`src/hdl/ddrodt_pkg.sv`:
```
package ddrodt_pkg;
  // Link clock made by the controller from core_clk.
  localparam int CORE_PERIOD_NS = 8;
  localparam int LINK_PERIOD_NS = 160;
  localparam int CK_HALF_CYC = LINK_PERIOD_NS / CORE_PERIOD_NS / 2;
  // Latency terms, in link clock cycles.
  localparam logic [5:0] LAT_OFFSET = 6'h02;
  localparam logic [5:0] LAT_MIN = 6'h01;
  localparam logic [5:0] CWN4_EXTRA = 6'h04;
  localparam logic [5:0] CWN8_EXTRA = 6'h06;
  localparam logic [3:0] ODTH4 = 4'h4;
  localparam logic [3:0] ODTH8 = 4'h6;
  localparam int HIST_DEPTH = 40;
  localparam int READ_QUIET = 8;
  // Controller register map, byte addresses.
  localparam logic [7:0] CTRL_OFS = 8'h00;
  localparam logic [7:0] CMD_OFS = 8'h04;
  localparam logic [7:0] STAT_OFS = 8'h08;
  localparam int CTRL_ODT_BIT = 0;
  localparam int CTRL_BC4_BIT = 1;
  localparam int CMD_WR_BIT = 0;
  localparam int CMD_RD_BIT = 1;
  localparam int STAT_ODT_BIT = 0;
  localparam int STAT_HOLD_BIT = 1;
  localparam int STAT_QUIET_BIT = 2;
  localparam int STAT_CK_BIT = 3;
endpackage

```
`src/hdl/ddrodt_link_if.sv`:
```
`timescale 1ns/1ps
// Link between memory controller and termination logic.
interface ddrodt_link_if;
  logic ck;
  logic odt;
  logic wr_cmd;
  logic wr_bc4;
  modport dev
  (
    input ck,
    input odt,
    input wr_cmd,
    input wr_bc4
  );
  modport ctl
  (
    output ck,
    output odt,
    output wr_cmd,
    output wr_bc4
  );
endinterface

```
`src/hdl/ddrodt_term.sv`:
```
`timescale 1ns/1ps
// Summary of operation
// - Termination enabled when any strength bit set.
// - ODT low means off, high means on.
// - On/off uses only ODT and mode; here dq_driving also forces termination off.
// - Synchronous timing whenever DLL runs locked.
// - Controller disables termination in DLL-off mode.
// - On/off follows ODT after fixed latency.
// - Latency equals CWL plus AL minus two.
// - Controller holds ODT high four cycles.
// - After write, hold ODT four or six.
// - Controller drops ODT around reads.
// - Termination resumes once output drivers stop.
// - Dynamic mode when write strength bits set.
// - Without writes, nominal strength is used.
// - Write switches to write strength after latency.
// - Nominal returns after 4/6 plus latency.
// - Controller clears write strength in DLL-off.
// - Strength change lands half clock later.
// - ODT ignored when disabled or self-refreshing.
// - Frozen-DLL power-down uses direct, unlatched ODT.
module ddrodt_term #(
  parameter int HIST = ddrodt_pkg::HIST_DEPTH
) (
  input wire logic core_clk,
  input wire logic rst,
  ddrodt_link_if.dev lnk,
  input wire logic [2:0] rtt_nom_bits,
  input wire logic [1:0] rtt_wr_bits,
  input wire logic [3:0] cwl,
  input wire logic [3:0] al,
  input wire logic dll_frozen_pd,
  input wire logic self_refresh,
  input wire logic dq_driving,
  output logic rtt_on,
  output logic rtt_sel_wr,
  output logic [2:0] rtt_code
);

  // All state in one word: link samplers, latency histories and outputs.
  typedef struct packed {
    logic ck_meta;
    logic ck_sync;
    logic ck_prev;
    logic odt_meta;
    logic odt_sync;
    logic wr_meta;
    logic wr_sync;
    logic bc4_meta;
    logic bc4_sync;
    logic [HIST-1:0] odt_hist;
    logic [HIST-1:0] wr4_hist;
    logic [HIST-1:0] wr8_hist;
    logic lat_on;
    logic wr_due;
    logic sel_wr;
    logic term_on;
    logic [2:0] code;
    logic [5:0] lat_q;
  } ddrodt_dev_t;

  // Current and next copy of the whole state.
  ddrodt_dev_t s_reg;
  ddrodt_dev_t s_next;

  // Turn-on, turn-off and strength-switch latency, never below one cycle.
  // A latency of zero would let termination race the very sample that asked for it.
  function automatic logic [5:0] odt_lat(input logic [3:0] c, input logic [3:0] a);
    logic [5:0] sum;
    sum = {2'h0, c} + {2'h0, a};
    if (sum > ddrodt_pkg::LAT_OFFSET + ddrodt_pkg::LAT_MIN - 6'h01)
    begin
      odt_lat = sum - ddrodt_pkg::LAT_OFFSET;
    end
    else
    begin
      odt_lat = ddrodt_pkg::LAT_MIN;
    end
  endfunction

  // Ages a history by one link cycle, newest sample in bit zero.
  function automatic logic [HIST-1:0] hist_push(input logic [HIST-1:0] h, input logic b);
    hist_push = {h[HIST-2:0], b};
  endfunction

  // True when some write in the history lies lat..lat+len-1 cycles back.
  // HIST must exceed the longest window, lat plus six; deeper costs only flops.
  function automatic logic in_window(input logic [HIST-1:0] h, input logic [5:0] lat,
                                     input logic [5:0] len);
    logic hit;
    hit = 1'b0;
    for (int k = 0; k < HIST; k++)
    begin
      if (h[k] && (6'(k) >= lat) && (6'(k) < lat + len))
      begin
        hit = 1'b1;
      end
    end
    in_window = hit;
  endfunction

  // Link edges, mode decode and the current latency, shared by every path below.
  logic rise;
  logic fall;
  logic term_enable;
  logic dyn_enable;
  logic accept_odt;
  logic [5:0] lat;

  // Edge detection reads only the second and third stages of the clock sampler.
  assign rise = s_reg.ck_sync & ~s_reg.ck_prev;
  assign fall = ~s_reg.ck_sync & s_reg.ck_prev;
  assign term_enable = (|rtt_nom_bits) | (|rtt_wr_bits);
  assign dyn_enable = |rtt_wr_bits;
  assign accept_odt = term_enable & ~self_refresh;
  assign lat = odt_lat(cwl, al);

  // One next-state process for the whole block.
  always_comb
  begin
    s_next = s_reg;
    // Two flops on every link pin; the first stage may be metastable, so
    // nothing but the second stage reads it.
    s_next.ck_meta = lnk.ck;
    s_next.ck_sync = s_reg.ck_meta;
    s_next.ck_prev = s_reg.ck_sync;
    s_next.odt_meta = lnk.odt;
    s_next.odt_sync = s_reg.odt_meta;
    s_next.wr_meta = lnk.wr_cmd;
    s_next.wr_sync = s_reg.wr_meta;
    s_next.bc4_meta = lnk.wr_bc4;
    s_next.bc4_sync = s_reg.bc4_meta;
    // Each link rise shifts every history; one bit per cycle keeps
    // overlapping ODT edges and back-to-back writes apart.
    if (rise)
    begin
      s_next.odt_hist = hist_push(s_reg.odt_hist, s_reg.odt_sync & accept_odt);
      s_next.wr4_hist = hist_push(s_reg.wr4_hist,
                                  s_reg.wr_sync & s_reg.bc4_sync & dyn_enable);
      s_next.wr8_hist = hist_push(s_reg.wr8_hist,
                                  s_reg.wr_sync & ~s_reg.bc4_sync & dyn_enable);
      s_next.lat_on = s_next.odt_hist[lat];
      // Write strength from lat to 4+lat or 6+lat cycles after the write.
      s_next.wr_due = in_window(s_next.wr4_hist, lat, ddrodt_pkg::CWN4_EXTRA) |
                      in_window(s_next.wr8_hist, lat, ddrodt_pkg::CWN8_EXTRA);
    end
    // A new latency makes every scheduled edge in the histories meaningless, so
    // they are dropped; otherwise old samples would switch termination on later
    // with no ODT request behind them.
    s_next.lat_q = lat;
    if (lat != s_reg.lat_q)
    begin
      s_next.odt_hist = '0;
      s_next.wr4_hist = '0;
      s_next.wr8_hist = '0;
      s_next.lat_on = 1'b0;
      s_next.wr_due = 1'b0;
    end
    // Strength changes land on the falling edge, half a clock late.
    if (fall)
    begin
      s_next.sel_wr = s_reg.wr_due;
    end
    // Frozen-DLL power-down follows the pin directly with no latency.
    // The power-down transition windows are not modelled: the switch is immediate.
    if (dll_frozen_pd)
    begin
      s_next.term_on = s_reg.odt_sync & accept_odt;
    end
    else
    begin
      s_next.term_on = s_reg.lat_on & accept_odt;
    end
    // The device cannot drive and terminate at once; resume when it stops.
    // The read side raises dq_driving for the whole burst, postamble included.
    if (dq_driving)
    begin
      s_next.term_on = 1'b0;
    end
    // Nominal strength unless a write window is active.
    // Using the next sel_wr keeps rtt_code and rtt_sel_wr switching together.
    if (s_next.sel_wr && dyn_enable)
    begin
      s_next.code = {1'b0, rtt_wr_bits};
    end
    else
    begin
      s_next.code = rtt_nom_bits;
    end
    // Reset and latency changes both clear the schedule.
    if (rst)
    begin
      s_next = '0;
    end
  end

  // State register.
  // Reset is folded into the next-state process, so this stays a plain register.
  always_ff @(posedge core_clk)
  begin
    s_reg <= s_next;
  end

  // Only the pin, the mode bits and dq_driving steer on/off; command decode never does.
  // Outputs come from flops, one gate at most, so the switches see no decode glitches.
  assign rtt_on = s_reg.term_on;
  assign rtt_sel_wr = s_reg.sel_wr & s_reg.term_on;
  assign rtt_code = s_reg.code;

endmodule

```
`src/flat_wrapper.sv`:
```
// flat-port wrapper written by rule: the top's interface ports become plain ports
module ddrodt_term_flat 
#(
  parameter int HIST = ddrodt_pkg::HIST_DEPTH
)
  (core_clk, rst, rtt_nom_bits, rtt_wr_bits, cwl, al, dll_frozen_pd, self_refresh, dq_driving, rtt_on, rtt_sel_wr, rtt_code, lnk_ck, lnk_odt, lnk_wr_cmd, lnk_wr_bc4);
  ddrodt_link_if lnk_i ();
  input wire logic core_clk;
  input wire logic rst;
  input wire logic [2:0] rtt_nom_bits;
  input wire logic [1:0] rtt_wr_bits;
  input wire logic [3:0] cwl;
  input wire logic [3:0] al;
  input wire logic dll_frozen_pd;
  input wire logic self_refresh;
  input wire logic dq_driving;
  output logic rtt_on;
  output logic rtt_sel_wr;
  output logic [2:0] rtt_code;
  input wire logic [$bits(lnk_i.ck)-1:0] lnk_ck;
  input wire logic [$bits(lnk_i.odt)-1:0] lnk_odt;
  input wire logic [$bits(lnk_i.wr_cmd)-1:0] lnk_wr_cmd;
  input wire logic [$bits(lnk_i.wr_bc4)-1:0] lnk_wr_bc4;
  assign lnk_i.ck = lnk_ck;
  assign lnk_i.odt = lnk_odt;
  assign lnk_i.wr_cmd = lnk_wr_cmd;
  assign lnk_i.wr_bc4 = lnk_wr_bc4;
  ddrodt_term #(.HIST(HIST)) u_core (.core_clk(core_clk), .rst(rst), .lnk(lnk_i), .rtt_nom_bits(rtt_nom_bits), .rtt_wr_bits(rtt_wr_bits), .cwl(cwl), .al(al), .dll_frozen_pd(dll_frozen_pd), .self_refresh(self_refresh), .dq_driving(dq_driving), .rtt_on(rtt_on), .rtt_sel_wr(rtt_sel_wr), .rtt_code(rtt_code));
endmodule
```
`config.mk`:
```
export PLATFORM = sky130hd
export DESIGN_NAME = ddrodt_term_flat
export DESIGN_NICKNAME = d
export VERILOG_FILES = /design/src/hdl/ddrodt_pkg.sv /design/src/hdl/ddrodt_link_if.sv /design/src/hdl/ddrodt_term.sv /design/src/flat_wrapper.sv
export SDC_FILE = /design/constraint.sdc
export NUM_CORES = 1
export LEC_CHECK = 0
export BUFFER_PORTS_ARGS = -buffer_cell sky130_fd_sc_hd__buf_2
export CAP_MARGIN = 20
export CORE_ASPECT_RATIO = 2
export CORE_MARGIN = 4
export CORE_UTILIZATION = 50
export DETAILED_ROUTE_END_ITERATION = 10
export MAX_ROUTING_LAYER = met4
export PLACE_DENSITY = 0.67
export SETUP_SLACK_MARGIN = 0.2
export SLEW_MARGIN = 20
export SYNTH_ARGS = -nofsm -noshare
export SYNTH_HDL_FRONTEND = slang
export SYNTH_SLANG_ARGS = --single-unit
export TNS_END_PERCENT = 5
```
`constraint.sdc`:
```
create_clock -name core_clk -period 9.63 [get_ports core_clk]
set_input_delay 2.4075 -clock core_clk [delete_from_list [all_inputs] [get_ports core_clk]]
set_output_delay 2.4075 -clock core_clk [all_outputs]
set_load 0.03 [all_outputs]
```
==> impl_results.md, run 1 <==
* Number of synthesized flops with an enable pin at 0
* Clk root buf: clkbuf_16
* DRT Wirelength at 27300 um
* Synth Area in Adders at 1.92%
* Final antenna-violating net count at 0
* Final antenna diode count at 0
* Hold Crit Class: flip-flop to flip-flop
* Die ar. at ~17000 sq um
* Predominant post-synthesis flop cell: dfxtp_1
* RD Place Congestion at between 1 and 1.5
* Required @ worst endpoint at a little under 10 ns
* Fin crit share at 78.6%
* Reg-to-reg endpoint: u_core.s_reg[11]
* Worst Max-Slew Pin Slew at roughly 1.1 ns
* Delay of the slowest cell on the worst path at 0.71 ns
* # hold bufs at CTS at 0
* Post-synthesis simple-gate area fraction at roughly 25%
* Tmin final at 7.57 ns
* Crit end category: flip-flop
* DP Worst Slack at 1.74 ns
* CP max stage cell: o21ai_2
* Final hold slack at 0.436 ns
* Clock network power share at 40.4%
* Total gr overflow at 0
* Worst Hold Launch: u_core.s_reg[141]
* Avg Cell Area, Syn at 7.55 sq um
* Largest area contributor in the netlist: dfxtp_1
* Buffers on Ports at 26
* Multiplexer area fraction after synthesis at 3.40%
* Seq pwr share at 31.8%
* Number of max-cap violations at 0
* Floorplan row count at 62
* RSZ-0062 raised after global routing: false
* Peak VDD IR at 0.184 mV
* Initial DRT Pass Iterations at 5
* Fillers at ~1.4k
* Compound-cell area share of the yosys netlist at 27.0%
* Hold depth at 1
* # setup viols final at 0
* Combinational Power Share at 27.8%
* Resized Gates After CTS at 0
* Slew Limit Fails at 0
* Sw Share at 34.7%
* DRT iter0 DRCs at 682
* Worst Skew at 0.0103 ns
* Total CTS buffers at 17
* Worst Path Arrival at just under 8 ns
* Max clock buf depth at 2
* Initial antenna violation count at 0
* Pint at 1.13 mW
* Share of synthesized registers carrying an async set or reset at 0%
* CP Class: input port to flip-flop
* Number of nets in the layout at slightly below 1k
* CP startpoint kind: input port
* Synth Instances at 965
* Setup TNS at 0 ns
* Post-DP HPWL at a little under 20000 um
* Worst Path Max Fanout at 15
* Leak at 2.63 nW
* Std-Cell Core Area at 14400 sq um
* Post-synthesis net count at 996
* Synth Area in XOR/XNOR at around 1.5%
* RR Startpoint: u_core.s_reg[140]
* Top cells by area in the synthesized netlist: dfxtp_1 36%, nand2_1 14%, a21oi_1 9.4%, clkbuf_1 2.6%, nor2_1 2.3%
* R2R cell count at 9
* Worst Setup Slack, final at 2.06 ns
* Slew headroom at 29.1%
* Cell area after synthesis at 7280 sq um
* Die W at 93.3 um
* Vias per cell at 6.31
* First-pass GRT wire length at 41200 um
* Setup Fix Bufs, Post-CTS at 0
* Clk pin slew, worst setup/hold paths at 0.06 ns
* Die Height at around 180 um
* Hold path endpoint: u_core.s_reg[140]
* Achievable clock frequency at 0.132 GHz
* Synth Register Bits at 131
* Sequential area share after synthesis at roughly 36%
* Skew-Pair Late Insertion Delay at 0.43 ns
* Number of global-route vias before repair at a little over 7k
* Synth cell types at a little under 90
* Main combinational cell family by area after synthesis: compound AO/OA/AOI/OAI gates
* Starting Density at between 50 and 60%
* PD cells at between 200 and 250 nW/um^2
* Io pins at 27
* GRT Total Usage at 34.4%
* WL per Instance at between 20 and 25 um
* Top cell type's share of synthesized area at 36.0%
* Reg2Reg Setup Slack at 6.50 ns
* Max reg flops at 127
* Worst path most repeated cell: ha_1
* Design Power at 1.73 mW
* Final Hold Vio Count at 0
* Critical Path Start: cwl[0]
* CTS tree: yes
* Outcome: finished clean
* Num Clock Sinks at roughly 130
* NetSw at roughly 600 uW
* Share of layout cells above drive strength 1 at 12.3%
* Critical-path cell list: buf_2 > ha_1 > fa_1 > xor2_1 > inv_2 > ha_1 > o21ai_4 > o21ai_2 > ha_1 > nor2b_1 > o221ai_1 > nand2_1 > xnor2_2 > nand3_1 > a2111oi_2 > nand4b_1 > or4b_1 > nor4_1 > a31oi_1
* # DRC at 0
* Via count at 7323
* YS warnings at 0
* Largest net degree at the start of global routing at 101
* H-Tree Depth at 4
* Layout Area Growth over Synthesis at 12.2%
[cell families (layout without fill, tap and decap cells)]
| kind of cell | after synthesis | after routing |
|---|---|---|
| AO/OA/AOI/OAI | 296 | 296 |
| XOR/XNOR | 12 | 12 |
| adder cells (fa/ha/maj) | 11 | 11 |
| buffers and inverters | 88 | 92 |
| flip-flops | 131 | 131 |
| multiplexers | 17 | 17 |
| AND/OR/NAND/NOR | 410 | 410 |
[layer usage]
metal / track usage, % / vias up / wire length (um)
li1: - / 3432 / -
met1: 35.1 / 3430 / 9600
met2: 57.1 / 327 / 13700
met3: 6.43 / 134 / 1470
met4: 26.9 / 0 / 2520
met5: - / - / 0
[power by group through the flow]
stage / Clock, mW / Sequential, mW / Combinational [mW]
2_1_floorplan: 0 / 0.561 / 0.308
3_3_place_gp: 0 / 0.562 / 0.466
3_5_place_dp: 0 / 0.562 / 0.462
4_1_cts: 0.711 / 0.550 / 0.464
5_1_grt: 0.731 / 0.550 / 0.506
6_report: 0.699 / 0.550 / 0.481
[worst max-delay path, delay by kind of cell]
kind | cells | cell delay (ns)
fa+ha+maj | 4 | 1.46
buf+inv | 2 | 0.23
xor+xnor | 2 | 0.39
compound gates | 5 | 1.62
simple gates | 6 | 1.74
[synthesized netlist by cell type, drive strengths merged (11+ instances only)]
master,count
nand2,265
a21oi,139
dfxtp,131
clkbuf,51
nor2,46
o21ai,34
buf,22
nand3,16
nor2b,15
inv,14
a31oi,13
nor3,11
o211ai,11
[per-stage QoR]
step | instances | area (sq um) | utilization [%]
after floorplan | 965 | 7280 | -
after global placement | 1129 | 7520 | 52.4
after detailed placement | 1129 | 7520 | 52.4
after CTS | 1161 | 8170 | 56.9
after global routing | 1161 | 8170 | 56.9
final | 1161 | 8170 | 56.9
[area by class of cell]
class	count	area (sq um)	share of cell area (%)
clock buffers	20	467	5.71
clock inverters	12	179	2.19
inverters	15	56.3	0.689
multi-input cells	746	4320	52.9
flip-flops and latches	131	2620	32.1
well taps	192	240	2.94
repair buffers	45	285	3.49
[layout by cell type (no fill, tap or decap), types with 5 or more instances in the layout]
| cell type | count |
|---|---|
| ha_1 | 8 |
| dfxtp_1 | 131 |
| mux4_2 | 6 |
| nor3_1 | 10 |
| o221ai_1 | 8 |
| a32oi_1 | 6 |
| o211ai_1 | 10 |
| inv_1 | 12 |
| xnor2_1 | 9 |
| o22ai_1 | 6 |
| nand3_1 | 16 |
| nand4_1 | 8 |
| buf_2 | 26 |
| a22oi_1 | 5 |
| and2_1 | 7 |
| a31oi_1 | 13 |
| a211oi_1 | 7 |
| or3_1 | 5 |
| nor2b_1 | 14 |
| nor2_1 | 44 |
| a21oi_1 | 137 |
| o21ai_0 | 29 |
| mux2i_1 | 9 |
| clkbuf_16 | 17 |
| nand2_1 | 265 |
| o2111ai_1 | 9 |
| buf_4 | 18 |
| and3_1 | 6 |
[worst max path at each step]
stage,slack (ns),endpoint
floorplan,2.65,u_core.s_reg[11]
global placement,1.90,u_core.s_reg[11]
detailed placement,1.74,u_core.s_reg[11]
CTS,2.18,u_core.s_reg[11]
global route,1.86,u_core.s_reg[11]
finish,2.06,u_core.s_reg[11]
No activity file was read; power rests on OpenSTA's default activity.
==> run 2, diff against run 1 <==
==> constraint.sdc (replaced) <==
create_clock -name core_clk -period 7.62 [get_ports core_clk]
set_input_delay 1.905 -clock core_clk [delete_from_list [all_inputs] [get_ports core_clk]]
set_output_delay 1.905 -clock core_clk [all_outputs]
set_load 0.03 [all_outputs]
==> impl_results.md, run 2 (synthesis results as in run 1) <==
* Finished Cell Area at 8240 sq um
* CP Class: input port to flip-flop
* Pint at ~1.5 mW
* First-pass GRT wire length at 42800 um
* Worst Path Arrival at 7.13 ns
* Clk pin slew, worst setup/hold paths at 0.06 ns
* Floorplan row count at 62
* Buffers on Ports at 26
* # DRC at 0
* Fin util at a little under three fifths
* Fin crit share at 89.8%
* Share of layout cells above drive strength 1 at 12.9%
* Die W at 93.3 um
* # hold bufs at CTS at 0
* WL per Instance at roughly 24 um
* Starting Density at 50.7%
* Post-DP HPWL at 20400 um
* Layout Area Growth over Synthesis at 13.2%
* Die ar. at 16700 sq um
* Slew Limit Fails at 0
* Final antenna-violating net count at 0
* Via count at 7466
* Io pins at 27
* Slew headroom at approximately a third
* Combinational Power Share at between 20 and 30%
* Number of global-route vias before repair at slightly above 7k
* Seq pwr share at 31.0%
* Post-DP Area at ~7600 sq um
* # setup viols final at 0
* RD Place Congestion at 1.06
* Max reg flops at between 100 and 150
* DRT Wirelength at approximately 28000 um
* Initial DRT Pass Iterations at 5
* Worst Path Max Fanout at 15
* Final Hold Vio Count at 0
* Post-Layout Cell Count at 1169
* Clk root buf: clkbuf_16
* Vias per cell at 6.39
* Max clock buf depth at 2
* Total CTS buffers at 17
* Achievable clock frequency at 0.146 GHz
* Peak VDD IR at 0.254 mV
* Std-Cell Core Area at 14400 sq um
* CTS tree: yes
* CP startpoint kind: input port
* Worst Max-Slew Pin Slew at 1.01 ns
* H-Tree Depth at 4
* Hold depth at 1
* Fillers at 1402
* Worst Skew at just over 0.007 ns
* Required @ worst endpoint at 7.91 ns
* R2R cell count at 9
* Largest net degree at the start of global routing at between 100 and 150
* RSZ-0062 raised after global routing: false
* Commonest non-fill, non-tap cell in the layout: nand2_1
* Leak at 2.68 nW
* Placed cells at about 1.1k
* Resized Gates After CTS at 0
* Die Height at 179 um
* DRT iter0 DRCs at 670
* Most frequent cells in the layout: 265 x nand2_1, 137 x a21oi_1, 131 x dfxtp_1
* Initial antenna violation count at 1
* Num Clock Sinks at 131
* Crit end category: flip-flop
* Setup Fix Bufs, Post-CTS at 0
* Setup TNS at 0 ns
* Number of nets in the layout at 994
* Clock network power share at approximately two fifths
* Total gr overflow at 0
* Number of max-cap violations at 0
* Sw Share at 34.9%
* PD cells at 272 nW/um^2
* GRT Total Usage at 35.8%
* Skew-Pair Late Insertion Delay at 0.42 ns
* Tmin final at between 6 and 7 ns
* Outcome: finished clean
* NetSw at 783 uW
* Hold Crit Class: flip-flop to flip-flop
==> run 2: cell types whose count changed in the layout (fill, tap and decap cells not counted), sizes merged <==
cell	delta
buf	+7
diode	+1
bufinv	+1
clkinv	-1
inv	+4
clkbuf	-2
clkinvlp	-2
==> run 2: routing by layer <==
layer | vias to the layer above | global-route usage [%] | part of all wire [%]
met3 | 159 | 6.30 | 6.2
met4 | 0 | 29.6 | 9.8
met2 | 355 | 58.5 | 50
li1 | 3444 | - | -
met1 | 3508 | 36.9 | 34
met5 | - | - | 0
==> run 2: metrics by stage <==
step	hold slack (ns)	setup slack, ns	power, mW
after detailed placement	0.424	0.478	1.32
final	0.437	0.777	2.24
after CTS	0.438	0.917	2.24
after global routing	0.458	0.486	2.32
after global placement	0.415	0.625	1.32
after floorplan	0.414	1.14	1.10
==> run 2: final timing paths <==
path	start	end	slack (ns)
worst max-delay path	cwl[0]	u_core.s_reg[11]	0.78
worst min-delay path	u_core.s_reg[141]	u_core.s_reg[140]	0.44
worst max register to register	u_core.s_reg[140]	u_core.s_reg[11]	4.82
worst min register to register	u_core.s_reg[141]	u_core.s_reg[140]	0.44
==> run 2: final cells by class <==
cell class	count	area [sq um]	share of cell area, %
Clock buffer	18	439	5.33
Inverter	15	56.3	0.683
Timing Repair Buffer	52	338	4.10
Clock inverter	14	224	2.72
Sequential cell	131	2620	31.8
Multi-Input combinational cell	746	4320	52.4
Tap cell	192	240	2.91
Antenna cell	1	2.50	0.0304
==> run 2: power groups by stage <==
stage	Clock, mW	Sequential, mW	Combinational (mW)
after floorplan	0	0.709	0.390
after global placement	0	0.710	0.614
after detailed placement	0	0.710	0.605
after CTS	0.935	0.695	0.609
after global routing	0.965	0.695	0.662
final	0.919	0.695	0.630
==> run 2: worst max-delay path, cell delays in order <==
cell and delay [ns]:
buf_2 0.10, ha_1 0.27, fa_1 0.49, xor2_1 0.21, inv_2 0.13, ha_1 0.41, o21ai_4 0.17, o21ai_2 0.67
inv_2 0.30, ha_1 0.32, and2_1 0.21, and2_1 0.21, a311oi_1 0.29, nand4_1 0.33, or4b_1 0.67, nor4_1 0.31
a31oi_1 0.11
